===== config.mk =====
export PLATFORM = sky130hd
export DESIGN_NAME = conversion_trigger_sequencer
export DESIGN_NICKNAME = d
export VERILOG_FILES = /design/src/core/conversion_trigger_pkg.sv /design/src/core/conversion_trigger_clk_div.sv /design/src/core/conversion_trigger_pin_ctrl.sv /design/src/core/conversion_trigger_sequencer.sv
export SDC_FILE = /design/constraint.sdc
export NUM_CORES = 1
export LEC_CHECK = 0
export BUFFER_PORTS_ARGS = -buffer_cell sky130_fd_sc_hd__buf_2
export CAP_MARGIN = 40
export CORE_ASPECT_RATIO = 1.1
export CORE_MARGIN = 2
export CORE_UTILIZATION = 45
export DETAILED_ROUTE_END_ITERATION = 8
export PLACE_DENSITY = 0.79
export REMOVE_ABC_BUFFERS = 1
export SYNTH_ARGS = -nofsm -noshare
export SYNTH_HDL_FRONTEND = slang
export SYNTH_SLANG_ARGS = --single-unit
export TNS_END_PERCENT = 1

===== constraint.sdc =====
create_clock -name ref_clk -period 2.4 [get_ports ref_clk]
set_clock_uncertainty 0.05 [all_clocks]
set_input_delay 0.24 -clock ref_clk [delete_from_list [all_inputs] [get_ports ref_clk]]
set_output_delay 0.24 -clock ref_clk [all_outputs]
set_load 0.05 [all_outputs]

===== src/core/conversion_trigger_pkg.sv =====
/*
  Constants shared by the converter control block: register indices, field
  positions, reset values, channel codes and phase lengths.
  Assumes an APB slave with 32-bit data, one register per aligned word.
*/
package conversion_trigger_pkg;

  // ----------------------------------------------------------------------
  // Register indices (byte address is four times the index)
  // ----------------------------------------------------------------------
  localparam logic [7:0] IDX_CTRL      = 8'hAD;
  localparam logic [7:0] IDX_TIMING    = 8'hAA;
  localparam logic [7:0] IDX_PIN_LOW   = 8'hAB;
  localparam logic [7:0] IDX_PIN_HIGH  = 8'hAC;
  localparam logic [7:0] IDX_RES_LOW   = 8'hAE;
  localparam logic [7:0] IDX_RES_HIGH  = 8'hAF;
  localparam logic [7:0] IDX_IRQ_STAT  = 8'hB0;
  localparam logic [7:0] IDX_IRQ_MASK  = 8'hB1;

  // ----------------------------------------------------------------------
  // Field positions
  // ----------------------------------------------------------------------
  localparam int CTRL_POWER_BIT   = 7;
  localparam int CTRL_TRIGGER_BIT = 6;
  localparam int CTRL_DONE_BIT    = 5;
  localparam int CTRL_CHAN_MSB    = 4;
  localparam int TIM_LONG_BIT     = 2;
  localparam int TIM_DIV_MSB      = 1;
  localparam int RES_LOW_LSB      = 4;
  localparam int IRQ_DONE_BIT     = 0;

  // ----------------------------------------------------------------------
  // Reset values
  // ----------------------------------------------------------------------
  localparam logic [7:0]  CTRL_RESET     = 8'h00;
  localparam logic [2:0]  TIMING_RESET   = 3'h0;
  localparam logic [7:0]  PIN_RESET      = 8'h00;
  localparam logic [11:0] RESULT_RESET   = 12'hFFF;

  // ----------------------------------------------------------------------
  // Channel codes
  // ----------------------------------------------------------------------
  localparam logic [4:0] CHAN_PIN_LAST   = 5'h0F;
  localparam logic [4:0] CHAN_QUARTER    = 5'h1F;

  // ----------------------------------------------------------------------
  // Phase lengths in ADC clocks, divider ratios in system clocks
  // ----------------------------------------------------------------------
  localparam logic [5:0] SAMPLE_SHORT = 6'd6;
  localparam logic [5:0] SAMPLE_LONG  = 6'd36;
  localparam logic [5:0] CONVERT_LEN  = 6'd14;
  localparam logic [4:0] DIV_BY16     = 5'd16;
  localparam logic [4:0] DIV_BY12     = 5'd12;
  localparam logic [4:0] DIV_BY6      = 5'd6;
  localparam logic [4:0] DIV_BY4      = 5'd4;

  typedef enum logic [1:0] {
    SEQ_IDLE,
    SEQ_SAMPLE,
    SEQ_CONVERT
  } conversion_trigger_seq_e;

endpackage


===== src/core/conversion_trigger_clk_div.sv =====
/*
  Divides the system clock into single-cycle ADC clock ticks.
  Assumes the divider code is held steady by the caller during a run.
*/
`timescale 1ns/10ps
module conversion_trigger_clk_div (
  input  wire logic       ref_clk,
  input  wire logic       rst,
  input  wire logic       run,
  input  wire logic [1:0] divSel,
  output logic            adcTick
);

  logic [4:0] ratio;
  logic [4:0] cnt_r;

  // Ratio from the divider code only; sample length never enters here
  always_comb begin
    unique case (divSel)
      2'b00: ratio = conversion_trigger_pkg::DIV_BY16;
      2'b01: ratio = conversion_trigger_pkg::DIV_BY12;
      2'b10: ratio = conversion_trigger_pkg::DIV_BY6;
      2'b11: ratio = conversion_trigger_pkg::DIV_BY4;
    endcase
  end

  // Counter restarts when idle so every run begins phase-aligned
  always_ff @(posedge ref_clk or posedge rst) begin
    if (rst) begin
      cnt_r <= 5'd0;
    end else if (!run || cnt_r == ratio - 5'd1) begin
      cnt_r <= 5'd0;
    end else begin
      cnt_r <= cnt_r + 5'd1;
    end
  end

  assign adcTick = run && (cnt_r == ratio - 5'd1);

endmodule


===== src/core/conversion_trigger_pin_ctrl.sv =====
/*
  Per-pin handover between digital port use and analog input use.
  Assumes the pad ring honours the analog select and pull-up controls.
*/
`timescale 1ns/10ps
module conversion_trigger_pin_ctrl (
  input  wire logic [15:0] pinEnable,
  input  wire logic [15:0] gpioPullUp,
  output logic [15:0]      padAnalogSel,
  output logic [15:0]      padPullUpEn
);

  // Enabled pins go analog and lose the pull-up; others stay digital
  assign padAnalogSel = pinEnable;
  assign padPullUpEn  = gpioPullUp & ~pinEnable;

endmodule


===== src/core/conversion_trigger_sequencer.sv =====
/*
  Converter control block: APB register file, sample/convert sequencer,
  input mux select, result registers and done interrupt.
  Assumes an analog SAR core that tracks its input while sampleEn is high
  and holds a settled 12-bit value on convResult by the end of conversion.
  Register index is paddr[9:2]; every register sits in the low byte of its
  word and the upper bytes read as zero.
  Assumes gpioPullUp comes from the port logic and that the pad ring obeys
  padAnalogSel and padPullUpEn.
*/
`timescale 1ns/10ps
// How it works
// - Channel code 01111 routes pin 15; codes 10000 to 11110 select nothing.
// - Channel code 11111 routes the quarter-supply monitor.
// - Long sample bit gives 36 ADC clocks of sampling, else 6.
// - Only the divider code sets the ADC clock rate.
// - Sampling is followed by 14 ADC clocks of conversion.
// - Divider code 00 divides by sixteen, code 11 by four.
// - Divider code 01 divides by twelve, code 10 by six.
// - The ADC clock is derived from the system clock.
// - A pin enable bit of 0 leaves the pin as a digital port.
// - A pin enable bit of 1 makes the pin analog and drops its pull-up.
// - Writing 1 to the trigger starts a run and clears done; done sets at end.
// - The channel field is the low five control bits; 00000 is pin 0.
// - Result bits 11..4 go to the high register, 3..0 to the low upper nibble.
module conversion_trigger_sequencer (
  input  wire logic        ref_clk,
  input  wire logic        rst,
  input  wire logic        psel,
  input  wire logic        penable,
  input  wire logic        pwrite,
  input  wire logic [31:0] paddr,
  input  wire logic [31:0] pwdata,
  output logic             pready,
  output logic             pslverr,
  output logic [31:0]      prdata,
  input  wire logic [11:0] convResult,
  input  wire logic [15:0] gpioPullUp,
  output logic             adcPowerEn,
  output logic             sampleEn,
  output logic             convLatch,
  output logic [15:0]      inputPinSel,
  output logic             quarterSupplySel,
  output logic [15:0]      padAnalogSel,
  output logic [15:0]      padPullUpEn,
  output logic             irq
);

  // ----------------------------------------------------------------------
  // Register state
  // ----------------------------------------------------------------------
  // Software-visible fields first, then the sequencer's own state
  logic [4:0]  chanSel_r;
  logic        powerEn_r;
  logic        doneFlag_r;
  logic [2:0]  timing_r;
  logic [15:0] pinEnable_r;
  logic [11:0] result_r;
  logic        irqStat_r;
  logic        irqMask_r;
  logic [1:0]  runDiv_r;
  logic        runLong_r;
  logic [5:0]  phaseCnt_r;
  logic        convLatch_r;
  conversion_trigger_pkg::conversion_trigger_seq_e state_r;

  // Bus decode and sequencer helpers
  logic        wrEn;
  logic        rdEn;
  logic [7:0]  regIdx;
  logic        idxHit;
  logic        startReq;
  logic        adcTick;
  logic        runEnd;
  logic [5:0]  sampleLen;
  logic [31:0] rdMux;

  // ----------------------------------------------------------------------
  // APB decode
  // ----------------------------------------------------------------------
  // Zero-wait slave: every access completes in its first access cycle
  // An unmapped index raises pslverr and leaves every register as it was
  // rdEn marks the setup cycle of a read, when read data is loaded
  assign pready  = 1'b1;
  assign wrEn    = psel && penable && pwrite;
  assign rdEn    = psel && !penable && !pwrite;
  assign regIdx  = paddr[9:2];
  assign pslverr = psel && penable && !idxHit;

  // Writing 1 to the trigger bit starts; writing 0 does nothing
  // The trigger is never stored, so a second write of 1 restarts the run
  assign startReq = wrEn && regIdx == conversion_trigger_pkg::IDX_CTRL
                    && pwdata[conversion_trigger_pkg::CTRL_TRIGGER_BIT];

  // Control fields: power and channel select
  always_ff @(posedge ref_clk or posedge rst) begin
    if (rst) begin
      chanSel_r <= conversion_trigger_pkg::CTRL_RESET[4:0];
      powerEn_r <= conversion_trigger_pkg::CTRL_RESET[7];
    end else if (wrEn && regIdx == conversion_trigger_pkg::IDX_CTRL) begin
      chanSel_r <= pwdata[conversion_trigger_pkg::CTRL_CHAN_MSB:0];
      powerEn_r <= pwdata[conversion_trigger_pkg::CTRL_POWER_BIT];
    end
  end

  // Done flag: start clears it, completion sets it, software may clear it;
  // completion wins over a same-cycle software clear
  // A control write with the done bit at 1 and the trigger at 0 leaves the flag alone
  always_ff @(posedge ref_clk or posedge rst) begin
    if (rst) begin
      doneFlag_r <= 1'b0;
    end else if (runEnd) begin
      doneFlag_r <= 1'b1;
    end else if (startReq) begin
      doneFlag_r <= 1'b0;
    end else if (wrEn && regIdx == conversion_trigger_pkg::IDX_CTRL
                 && !pwdata[conversion_trigger_pkg::CTRL_DONE_BIT]) begin
      doneFlag_r <= 1'b0;
    end
  end

  // Timing and pin enable registers
  // Pin enables reset to zero so every pin comes up as a digital port
  always_ff @(posedge ref_clk or posedge rst) begin
    if (rst) begin
      timing_r    <= conversion_trigger_pkg::TIMING_RESET;
      pinEnable_r <= {conversion_trigger_pkg::PIN_RESET, conversion_trigger_pkg::PIN_RESET};
    end else if (wrEn) begin
      if (regIdx == conversion_trigger_pkg::IDX_TIMING) begin
        timing_r <= pwdata[conversion_trigger_pkg::TIM_LONG_BIT:0];
      end
      if (regIdx == conversion_trigger_pkg::IDX_PIN_LOW) begin
        pinEnable_r[7:0] <= pwdata[7:0];
      end
      if (regIdx == conversion_trigger_pkg::IDX_PIN_HIGH) begin
        pinEnable_r[15:8] <= pwdata[7:0];
      end
    end
  end

  // Interrupt status (write one to clear, set wins) and mask
  always_ff @(posedge ref_clk or posedge rst) begin
    if (rst) begin
      irqStat_r <= 1'b0;
      irqMask_r <= 1'b0;
    end else begin
      if (runEnd) begin
        irqStat_r <= 1'b1;
      end else if (wrEn && regIdx == conversion_trigger_pkg::IDX_IRQ_STAT
                   && pwdata[conversion_trigger_pkg::IRQ_DONE_BIT]) begin
        irqStat_r <= 1'b0;
      end
      if (wrEn && regIdx == conversion_trigger_pkg::IDX_IRQ_MASK) begin
        irqMask_r <= pwdata[conversion_trigger_pkg::IRQ_DONE_BIT];
      end
    end
  end

  // Level interrupt: stays high until software clears status or masks it
  assign irq = irqStat_r && irqMask_r;

  // ----------------------------------------------------------------------
  // Sequencer
  // ----------------------------------------------------------------------
  // Settings are frozen at start so mid-run writes cannot bend timing
  // Trade-off: a new divider code only takes effect at the next start
  always_ff @(posedge ref_clk or posedge rst) begin
    if (rst) begin
      runDiv_r  <= 2'b00;
      runLong_r <= 1'b0;
    end else if (startReq) begin
      runDiv_r  <= timing_r[conversion_trigger_pkg::TIM_DIV_MSB:0];
      runLong_r <= timing_r[conversion_trigger_pkg::TIM_LONG_BIT];
    end
  end

  // Phase lengths come from the latched copy, never from timing_r
  assign sampleLen = runLong_r ? conversion_trigger_pkg::SAMPLE_LONG : conversion_trigger_pkg::SAMPLE_SHORT;
  assign runEnd    = state_r == conversion_trigger_pkg::SEQ_CONVERT && adcTick
                     && phaseCnt_r == conversion_trigger_pkg::CONVERT_LEN - 6'd1 && !startReq;

  // Phase state and ADC clock counter; a new start always wins
  // phaseCnt_r counts ADC ticks within the current phase and is cleared on
  // every phase change, so one counter serves both phases
  always_ff @(posedge ref_clk or posedge rst) begin
    if (rst) begin
      state_r    <= conversion_trigger_pkg::SEQ_IDLE;
      phaseCnt_r <= 6'd0;
    end else if (startReq) begin
      state_r    <= conversion_trigger_pkg::SEQ_SAMPLE;
      phaseCnt_r <= 6'd0;
    end else if (adcTick) begin
      unique case (state_r)
        conversion_trigger_pkg::SEQ_SAMPLE: begin
          if (phaseCnt_r == sampleLen - 6'd1) begin
            state_r    <= conversion_trigger_pkg::SEQ_CONVERT;
            phaseCnt_r <= 6'd0;
          end else begin
            phaseCnt_r <= phaseCnt_r + 6'd1;
          end
        end
        conversion_trigger_pkg::SEQ_CONVERT: begin
          if (phaseCnt_r == conversion_trigger_pkg::CONVERT_LEN - 6'd1) begin
            state_r    <= conversion_trigger_pkg::SEQ_IDLE;
            phaseCnt_r <= 6'd0;
          end else begin
            phaseCnt_r <= phaseCnt_r + 6'd1;
          end
        end
        conversion_trigger_pkg::SEQ_IDLE: begin
          phaseCnt_r <= 6'd0;
        end
        default: begin
          state_r <= conversion_trigger_pkg::SEQ_IDLE;
        end
      endcase
    end
  end

  // Divider runs only while a run is active; the start cycle itself is held
  // idle so the first tick always comes a full ratio after the start edge
  conversion_trigger_clk_div u_clk_div (
    .ref_clk (ref_clk),
    .rst     (rst),
    .run     (state_r != conversion_trigger_pkg::SEQ_IDLE && !startReq),
    .divSel  (runDiv_r),
    .adcTick (adcTick)
  );

  // Result capture at end of conversion
  // convLatch is registered on the same edge as the capture, so the result register
  // already holds the new value when the core sees the pulse
  always_ff @(posedge ref_clk or posedge rst) begin
    if (rst) begin
      result_r    <= conversion_trigger_pkg::RESULT_RESET;
      convLatch_r <= 1'b0;
    end else begin
      convLatch_r <= runEnd;
      if (runEnd) begin
        result_r <= convResult;
      end
    end
  end

  // Core-facing levels come straight from registered state
  assign convLatch  = convLatch_r;
  assign sampleEn   = state_r == conversion_trigger_pkg::SEQ_SAMPLE;
  assign adcPowerEn = powerEn_r;

  // ----------------------------------------------------------------------
  // Input select and pins
  // ----------------------------------------------------------------------
  // Reserved codes drive no select line at all
  // Selects follow the channel register at once, not only during a run,
  // so the mux settles before software starts the next conversion
  always_comb begin
    inputPinSel      = 16'h0000;
    quarterSupplySel = 1'b0;
    if (chanSel_r <= conversion_trigger_pkg::CHAN_PIN_LAST) begin
      inputPinSel[chanSel_r[3:0]] = 1'b1;
    end else if (chanSel_r == conversion_trigger_pkg::CHAN_QUARTER) begin
      quarterSupplySel = 1'b1;
    end
  end

  // Pad handover for the sixteen analog-capable pins
  conversion_trigger_pin_ctrl u_pin_ctrl (
    .pinEnable    (pinEnable_r),
    .gpioPullUp   (gpioPullUp),
    .padAnalogSel (padAnalogSel),
    .padPullUpEn  (padPullUpEn)
  );

  // ----------------------------------------------------------------------
  // Read mux
  // ----------------------------------------------------------------------
  // Trigger reads as zero; it is a strobe, not storage
  // Unmapped indices read as zero and flag the error on pslverr
  always_comb begin
    rdMux  = 32'h0000_0000;
    idxHit = 1'b1;
    unique case (regIdx)
      conversion_trigger_pkg::IDX_CTRL:     rdMux[7:0] = {powerEn_r, 1'b0, doneFlag_r, chanSel_r};
      conversion_trigger_pkg::IDX_TIMING:   rdMux[2:0] = timing_r;
      conversion_trigger_pkg::IDX_PIN_LOW:  rdMux[7:0] = pinEnable_r[7:0];
      conversion_trigger_pkg::IDX_PIN_HIGH: rdMux[7:0] = pinEnable_r[15:8];
      conversion_trigger_pkg::IDX_RES_LOW:  rdMux[7:0] = {result_r[3:0], 4'h0};
      conversion_trigger_pkg::IDX_RES_HIGH: rdMux[7:0] = result_r[11:4];
      conversion_trigger_pkg::IDX_IRQ_STAT: rdMux[0]   = irqStat_r;
      conversion_trigger_pkg::IDX_IRQ_MASK: rdMux[0]   = irqMask_r;
      default:                idxHit     = 1'b0;
    endcase
  end

  // Read data registered on the access edge's setup, held otherwise
  // Loading in the setup cycle keeps prdata steady through the access phase
  always_ff @(posedge ref_clk or posedge rst) begin
    if (rst) begin
      prdata <= 32'h0000_0000;
    end else if (rdEn) begin
      prdata <= rdMux;
    end
  end

endmodule


==> run summary, run 1 <==
• final number of max-transition violations: 0
• overflow left after global routing: 0
• sequential share of power: 40.2%
• antenna violations before repair: 0
• cell area after synthesis: 0.00374 mm2
• number of max-capacitance violations reported: 0
• sequential-to-total area share from yosys stat: 43.9%
• insertion delay of the later-clocked pin in the worst-skew pair: 0.34 ns
• async set-or-reset flop fraction in the synthesized netlist: 100%
• min cycle time layout: 2.28 ns
• Root Buffer Master: clkbuf_8
• Fin. Hold Viols: 0
• Compound-Gate Fraction of Synth Area: 8.33%
• post-synthesis cell type with the largest combined area: dfrtp_1
• final clock period utilization by the worst path: 94.9%
• required time worst endpoint: 2.55 ns
• setup repair after global routing missed its margin: no
• Die X-Extent: 90.9 um
• Num Clock Sinks: 65
• residual antenna-violating net count after detailed routing: 0
• worst-case clock buffer depth: 2
• mux cell area share after synthesis: 16.7%
• CORE AREA: 0.00800 mm2
• global-route wire length before repair: 14200 um
• simple-gate share of the synthesized area: 20.9%
• dpl ws: 0.126 ns
• number of cells after detailed placement: 564
• arithmetic-cell share of the synthesized area counting full adders, half adders and majority gates: 1.00%
• cell count after synthesis: 352
• classification of the worst-slack hold path: in2reg
• vertical extent of the die: 99.6 um
• Top FF cell, synth: dfrtp_1
• effective utilization at floorplan: 46.8%
• worst-case headroom to the max-slew limit: 60.4%
• overall routed net length: 8980 um
• part of the power in combinational logic: 19.4%
• Yosys top cell area share: 35.5%
• worst ir drop on vdd: 0.000513 V
• Max Freq: 439 MHz
• post-layout total power: 3.00 mW
• clock transition time at the flip-flop clock pins of the worst setup and hold paths: 0.08 ns
• Diodes inserted: 0
• flip-flop and latch count after synthesis: 65
• cell with the most instances after synthesis: dfrtp_1
• total half-perimeter wirelength after legalization and detailed placement: 6680 um
• fill cell count: 718
• static leakage: 2.31 nW
• Syn. warnings: 0
• count of cell types in the netlist: 57
• drt first pass iters: 4
• power dissipated by switching net loads: 0.904 mW
• CTS tree: done
• share of layout cells above drive strength 1: 43.3%
• Setup Viol. Count Final: 0
• largest cells by area after synthesis: dfrtp_1, mux2_2, dfstp_2, buf_4, nor2_1
• mean area per synthesized cell: 10.6 um2
• final non-filler cell total: 581
• internal power consumption: 2.10 mW
• sort of element at the end of the critical path: flop
• I/O Pins: 184
• most used standard cells in the synthesized netlist: dfrtp_1, mux2_2, nor2_1, buf_4, nand2_1
• Clk network pwr share: 40.4%
• number of rows created at floorplan: 34
• via count of the first global-routing pass: 2921
• critical path arrival: 2.43 ns
• kind of start point of the critical path: flop
• switching fraction of total power: 30.1%
• type of the setup path with the least slack: reg2reg
• worst path setup slack after routing: 0.122 ns
• total number of nets in the final design: 568
• vias: 3059
• area delta synth->final: 23.8%
• total setup buffers inserted after CTS: 0
• All-Layer GR Usage: 19.9%
• number of vias per cell after detailed routing: 5.27
• setup_tns: 0 ns
• outcome: completed
• main combinational cell family by area after synthesis: simple AND/OR/NAND/NOR gates
• pin count of the biggest net entering global routing: 39
• Max FO, Critical Path: 6
• number of levels in the clock H-tree: 3
• number of remaining DRC errors: 0
• quantity of I/O buffers inserted on ports: 110
• Num CTS Buffers: 9
• count of flip-flops with a built-in enable after synthesis: 0
• number of DRC violations after detailed-routing iteration 0: 165
• worst slew pin tran: 0.593 ns
• Synth Area in XOR/XNOR: 0.936%
• die outline area: 0.00906 mm2
• Final Wtd Congestion: 0.836
• detailed-route wire length per cell: 15.4 um
• power density cells: 648 mW/mm2
critical path, cell delays in order (launching register included):
cell and delay, ns:
dfrtp_1 0.45, or4b_4 0.57, a2111oi_4 0.49, o22ai_2 0.21, nand3b_1 0.21, o221ai_1 0.15
flip-flops by register name, indices dropped and copies added (netlist names), 2 cells and up:
signal           cells
pinEnable_r         16
result_r            12
prdata               8
phaseCnt_r           6
chanSel_r            5
u_clk_div.cnt_r      5
timing_r             3
runDiv_r             2
state_r              2
repair_timing:
item                       in CTS  in global routing
hold endpoints to repair       19                  0
hold buffers                    1                  0
gates resized for setup         0                  1
setup endpoints to repair       0                  2
through the flow:
| step | instance area [um2] | hold slack [ns] | utilization (%) |
|---|---|---|---|
| floorplan | 3570 | 0.337 | - |
| global placement | 4360 | 0.283 | 54.5 |
| detailed placement | 4360 | 0.298 | 54.5 |
| CTS | 4630 | 0.0670 | 57.9 |
| global route | 4630 | 0.0646 | 57.9 |
| finish | 4630 | 0.0786 | 57.9 |
final cells by class:
class / count / area, um2 / area share (%)
multi-input combinational: 260 / 1900 / 40.9
clock inverter: 5 / 128 / 2.75
inverter: 11 / 41.3 / 0.891
tap: 108 / 135 / 2.92
clock buffer: 11 / 131 / 2.84
timing repair buffer: 121 / 661 / 14.3
sequential: 65 / 1640 / 35.4
worst paths after layout:
check / slack (ns) / startpoint / cells past startpoint / to
setup / recovery: 0.12 / phaseCnt_r[5] / 5 / phaseCnt_r[2]
hold / removal: 0.08 / convResult[0] / 2 / result_r[0]
setup reg to reg: 0.12 / phaseCnt_r[5] / 5 / phaseCnt_r[2]
hold reg to reg: 0.44 / runDiv_r[0] / 2 / runDiv_r[0]
max in group asynchronous: 1.16 / rst / 4 / result_r[4]
min in group asynchronous: 0.46 / rst / 3 / prdata[6]
power by group through the flow:
stage               logic (mW)  registers, mW  clock network (mW)
floorplan                0.347           1.29                   0
global placement         0.565           1.22                   0
detailed placement       0.577           1.23                   0
CTS                      0.581           1.21                1.23
global route             0.625           1.22                1.28
finish                   0.582           1.21                1.21
cells by family (layout without fill, tap and decap cells):
family                   after synthesis  after routing
other                                  2             25
AO/OA/AOI/OAI                         43             43
XOR/XNOR                               4              4
flip-flops                            65             65
adder cells (fa/ha/maj)                3              3
AND/OR/NAND/NOR                      134            134
multiplexers                          51             51
buffers and inverters                 50            148
metal layers:
| layer | up-vias | routed length [um] | part of all wire, % | GRT usage [%] |
|---|---|---|---|---|
| met3 | 18 | 476 | 5.3 | 5.45 |
| li1 | 1425 | - | - | - |
| met5 | - | 0 | 0 | 0 |
| met4 | 0 | 219 | 2.4 | 6.88 |
| met2 | 121 | 4500 | 50 | 33.3 |
| met1 | 1495 | 3780 | 42 | 24.8 |
cells in the final DEF, fill, tap and decap left out, drive strengths merged, types with 4 or more instances in the layout:
cell type  count
a21oi         12
a22oi          8
and3           4
buf          120
bufinv         4
clkbuf        11
conb          25
dfrtp         53
dfstp         12
inv           11
mux2          41
mux2i          7
nand2         26
nand2b         7
nand3         10
nand3b         6
nand4b         4
nor2          33
nor2b         17
nor3           6
nor4           4
o21ai          7
Note: power is estimated with default switching activity, not from simulation.
==> run 2, diff against run 1 <==
- MAX_ROUTING_LAYER: not set -> met4
==> run 2 against run 1 <==
Clock-buffer cell count unchanged. Combinational power about the same. Worst setup slack better by 0.0014 ns. Critical path type unchanged. Largest power group is now clock. Highest routed layer unchanged.
==> run summary, run 2 (synthesis results as in run 1) <==
• internal power consumption: 2.10 mW, about the same
• detailed-route wire length per cell: 15.4 um, -0.26%
• Die X-Extent: 90.9 um, unchanged
• Num CTS Buffers: 9, unchanged
• setup repair after global routing missed its margin: no
• register name with the most flops: pinEnable_r
• switching fraction of total power: 30.2%, +0.056 points
• static leakage: 2.31 nW, unchanged
• sort of element at the end of the critical path: flop
• dpl ws: 0.126 ns, unchanged
• pin count of the biggest net entering global routing: 39, unchanged
• worst ir drop on vdd: 0.000513 V, about the same
• number of remaining DRC errors: 0, unchanged
• cell count of the worst hold path: 2, unchanged
• type of the setup path with the least slack: reg2reg
• overflow left after global routing: 0, unchanged
• design area: 0.00463 mm2, unchanged
• number of levels in the clock H-tree: 3, unchanged
• CORE AREA: 0.00800 mm2, unchanged
• Setup Viol. Count Final: 0, unchanged
• worst slew pin tran: 0.596 ns, +0.00292 ns
• kind of start point of the critical path: flop
• Max FO, Critical Path: 6, unchanged
• Root Buffer Master: clkbuf_8
• total setup buffers inserted after CTS: 0, unchanged
• classification of the worst-slack hold path: in2reg
• setup slack on the worst flop-to-flop path: 0.12 ns, about the same
• delay of the slowest critical-path stage: 0.57 ns, about the same
• number of cells after detailed placement: 564, unchanged
• total number of nets in the final design: 568, unchanged
• r2r endpoint: phaseCnt_r[2]
• number of DRC violations after detailed-routing iteration 0: 165, unchanged
• required time worst endpoint: 2.55 ns, about the same
• area delta synth->final: 23.8%, unchanged
• setup_tns: 0 ns, unchanged
• power density cells: 649 mW/mm2, about the same
• final non-filler cell total: 581, unchanged
• final clock period utilization by the worst path: 94.9%, about the same
• CTS tree: done
• number of rows created at floorplan: 34, unchanged
• final number of max-transition violations: 0, unchanged
• origin of the worst min-delay path: convResult[0]
• registers with the most flip-flops: pinEnable_r: 16 flops, result_r: 12 flops, prdata: 8 flops
• hold path endpoint: result_r[0]
• total half-perimeter wirelength after legalization and detailed placement: 6680 um, unchanged
• combined area of the multi-input logic cells: 0.00190 mm2, unchanged
• effective utilization at floorplan: 46.8%, unchanged
• Post-DP Area: 0.00436 mm2, unchanged
• drt first pass iters: 4, unchanged
• sequential share of power: 40.2%, about the same
• most common library cell in the layout ignoring fill and taps: buf_2
• Fin. Hold Viols: 0, unchanged
• worst-case clock buffer depth: 2, unchanged
• die outline area: 0.00906 mm2, unchanged
• Num Clock Sinks: 65, unchanged
• residual antenna-violating net count after detailed routing: 0, unchanged
• clock transition time at the flip-flop clock pins of the worst setup and hold paths: 0.08 ns, about the same
• worst path setup slack after routing: 0.124 ns, +0.00145 ns
• antenna violations before repair: 0, unchanged
• post-layout total power: 3.01 mW, about the same
• Max Freq: 439 MHz, about the same
• number of vias per cell after detailed routing: 5.26, about the same
• power dissipated by switching net loads: 0.907 mW, +0.27%
• cell-by-cell trace of the critical path: or4b_4, a2111oi_4, o22ai_2, nand3b_1, o221ai_1
• Diodes inserted: 0, unchanged
• global-route wire length before repair: 14200 um, unchanged
• outcome: completed
• slowest library cell on the worst path: or4b_4
• vertical extent of the die: 99.6 um, unchanged
• FF-to-FF path depth: 5, unchanged
• Worst Hold Slack: 0.0762 ns, -0.00238 ns
• critical path arrival: 2.43 ns, about the same
• insertion delay of the later-clocked pin in the worst-skew pair: 0.34 ns, about the same
• part of the power in combinational logic: 19.4%, about the same
• worst-case headroom to the max-slew limit: 60.2%, -0.19 points
• total area of sequential cells: 0.00164 mm2, unchanged
• number of max-capacitance violations reported: 0, unchanged
• via count of the first global-routing pass: 2920, -0.034%
• final core utilization: 57.9%, unchanged
• vias: 3058, -0.033%
• share of layout cells above drive strength 1: 43.3%, unchanged
• Clk network pwr share: 40.5%, about the same
• I/O Pins: 184, unchanged
• quantity of I/O buffers inserted on ports: 110, unchanged
• overall routed net length: 8950 um, -0.26%
• Final Wtd Congestion: 0.849, +1.5%
• most used cells in the layout excluding fill and tap cells: buf_2, dfrtp_1, mux2_2, nor2_1, nand2_1
• launching point of the worst reg2reg path: phaseCnt_r[5]
• fill cell count: 718, unchanged
• max FFs per register: 16, unchanged
• All-Layer GR Usage: 20.4%, +0.60 points
• min cycle time layout: 2.28 ns, -0.00145 ns
run 2: cell counts in the layout (fill, tap and decap cells not counted):
No cell type changed its count.
run 2: layout make-up:
cell class / count / area share [%]
clock buffers: 11 / 2.84
clock inverters: 5 / 2.75
inverters: 11 / 0.891
multi-input cells: 260 / 40.9
flip-flops and latches: 65 / 35.4
well taps: 108 / 2.92
repair buffers: 121 / 14.3
run 2: critical path: cells and delay by family (launching register included):
| kind | cells | cell delay [ns] |
|---|---|---|
| AND/OR/NAND/NOR | 2 | 0.78 |
| AO/OA/AOI/OAI | 3 | 0.85 |
| flip-flops | 1 | 0.45 |
run 2: worst max path at each step:
stage                                  start             to  slack (ns)
after floorplan           u_clk_div.cnt_r[1]   result_r[10]        0.02
after global placement         phaseCnt_r[5]  phaseCnt_r[2]        0.19
after detailed placement       phaseCnt_r[5]  phaseCnt_r[2]        0.13
after CTS                      phaseCnt_r[5]  phaseCnt_r[2]        0.10
after global routing           phaseCnt_r[5]  phaseCnt_r[2]       0.006
final                          phaseCnt_r[5]  phaseCnt_r[2]        0.12
run 2: metal layers:
layer	up-vias	global-route usage, %	routed length (um)
met3	15	5.15	533
met5	-	-	0
met2	120	33.3	4570
met4	0	6.88	171
met1	1493	25.0	3680
li1	1430	-	-
run 2: power groups by stage:
| stage | clock (mW) | combinational, mW | sequential, mW |
|---|---|---|---|
| 2_1_floorplan | 0 | 0.347 | 1.29 |
| 3_3_place_gp | 0 | 0.565 | 1.22 |
| 3_5_place_dp | 0 | 0.577 | 1.23 |
| 4_1_cts | 1.23 | 0.581 | 1.21 |
| 5_1_grt | 1.28 | 0.625 | 1.22 |
| 6_report | 1.22 | 0.582 | 1.21 |
run 2: repair_timing:
| item | CTS | global route |
|---|---|---|
| hold endpoints to repair | 19 | 0 |
| hold buffers | 1 | 0 |
| endpoints found under the setup margin | 0 | 2 |
| resized for setup | 0 | 1 |
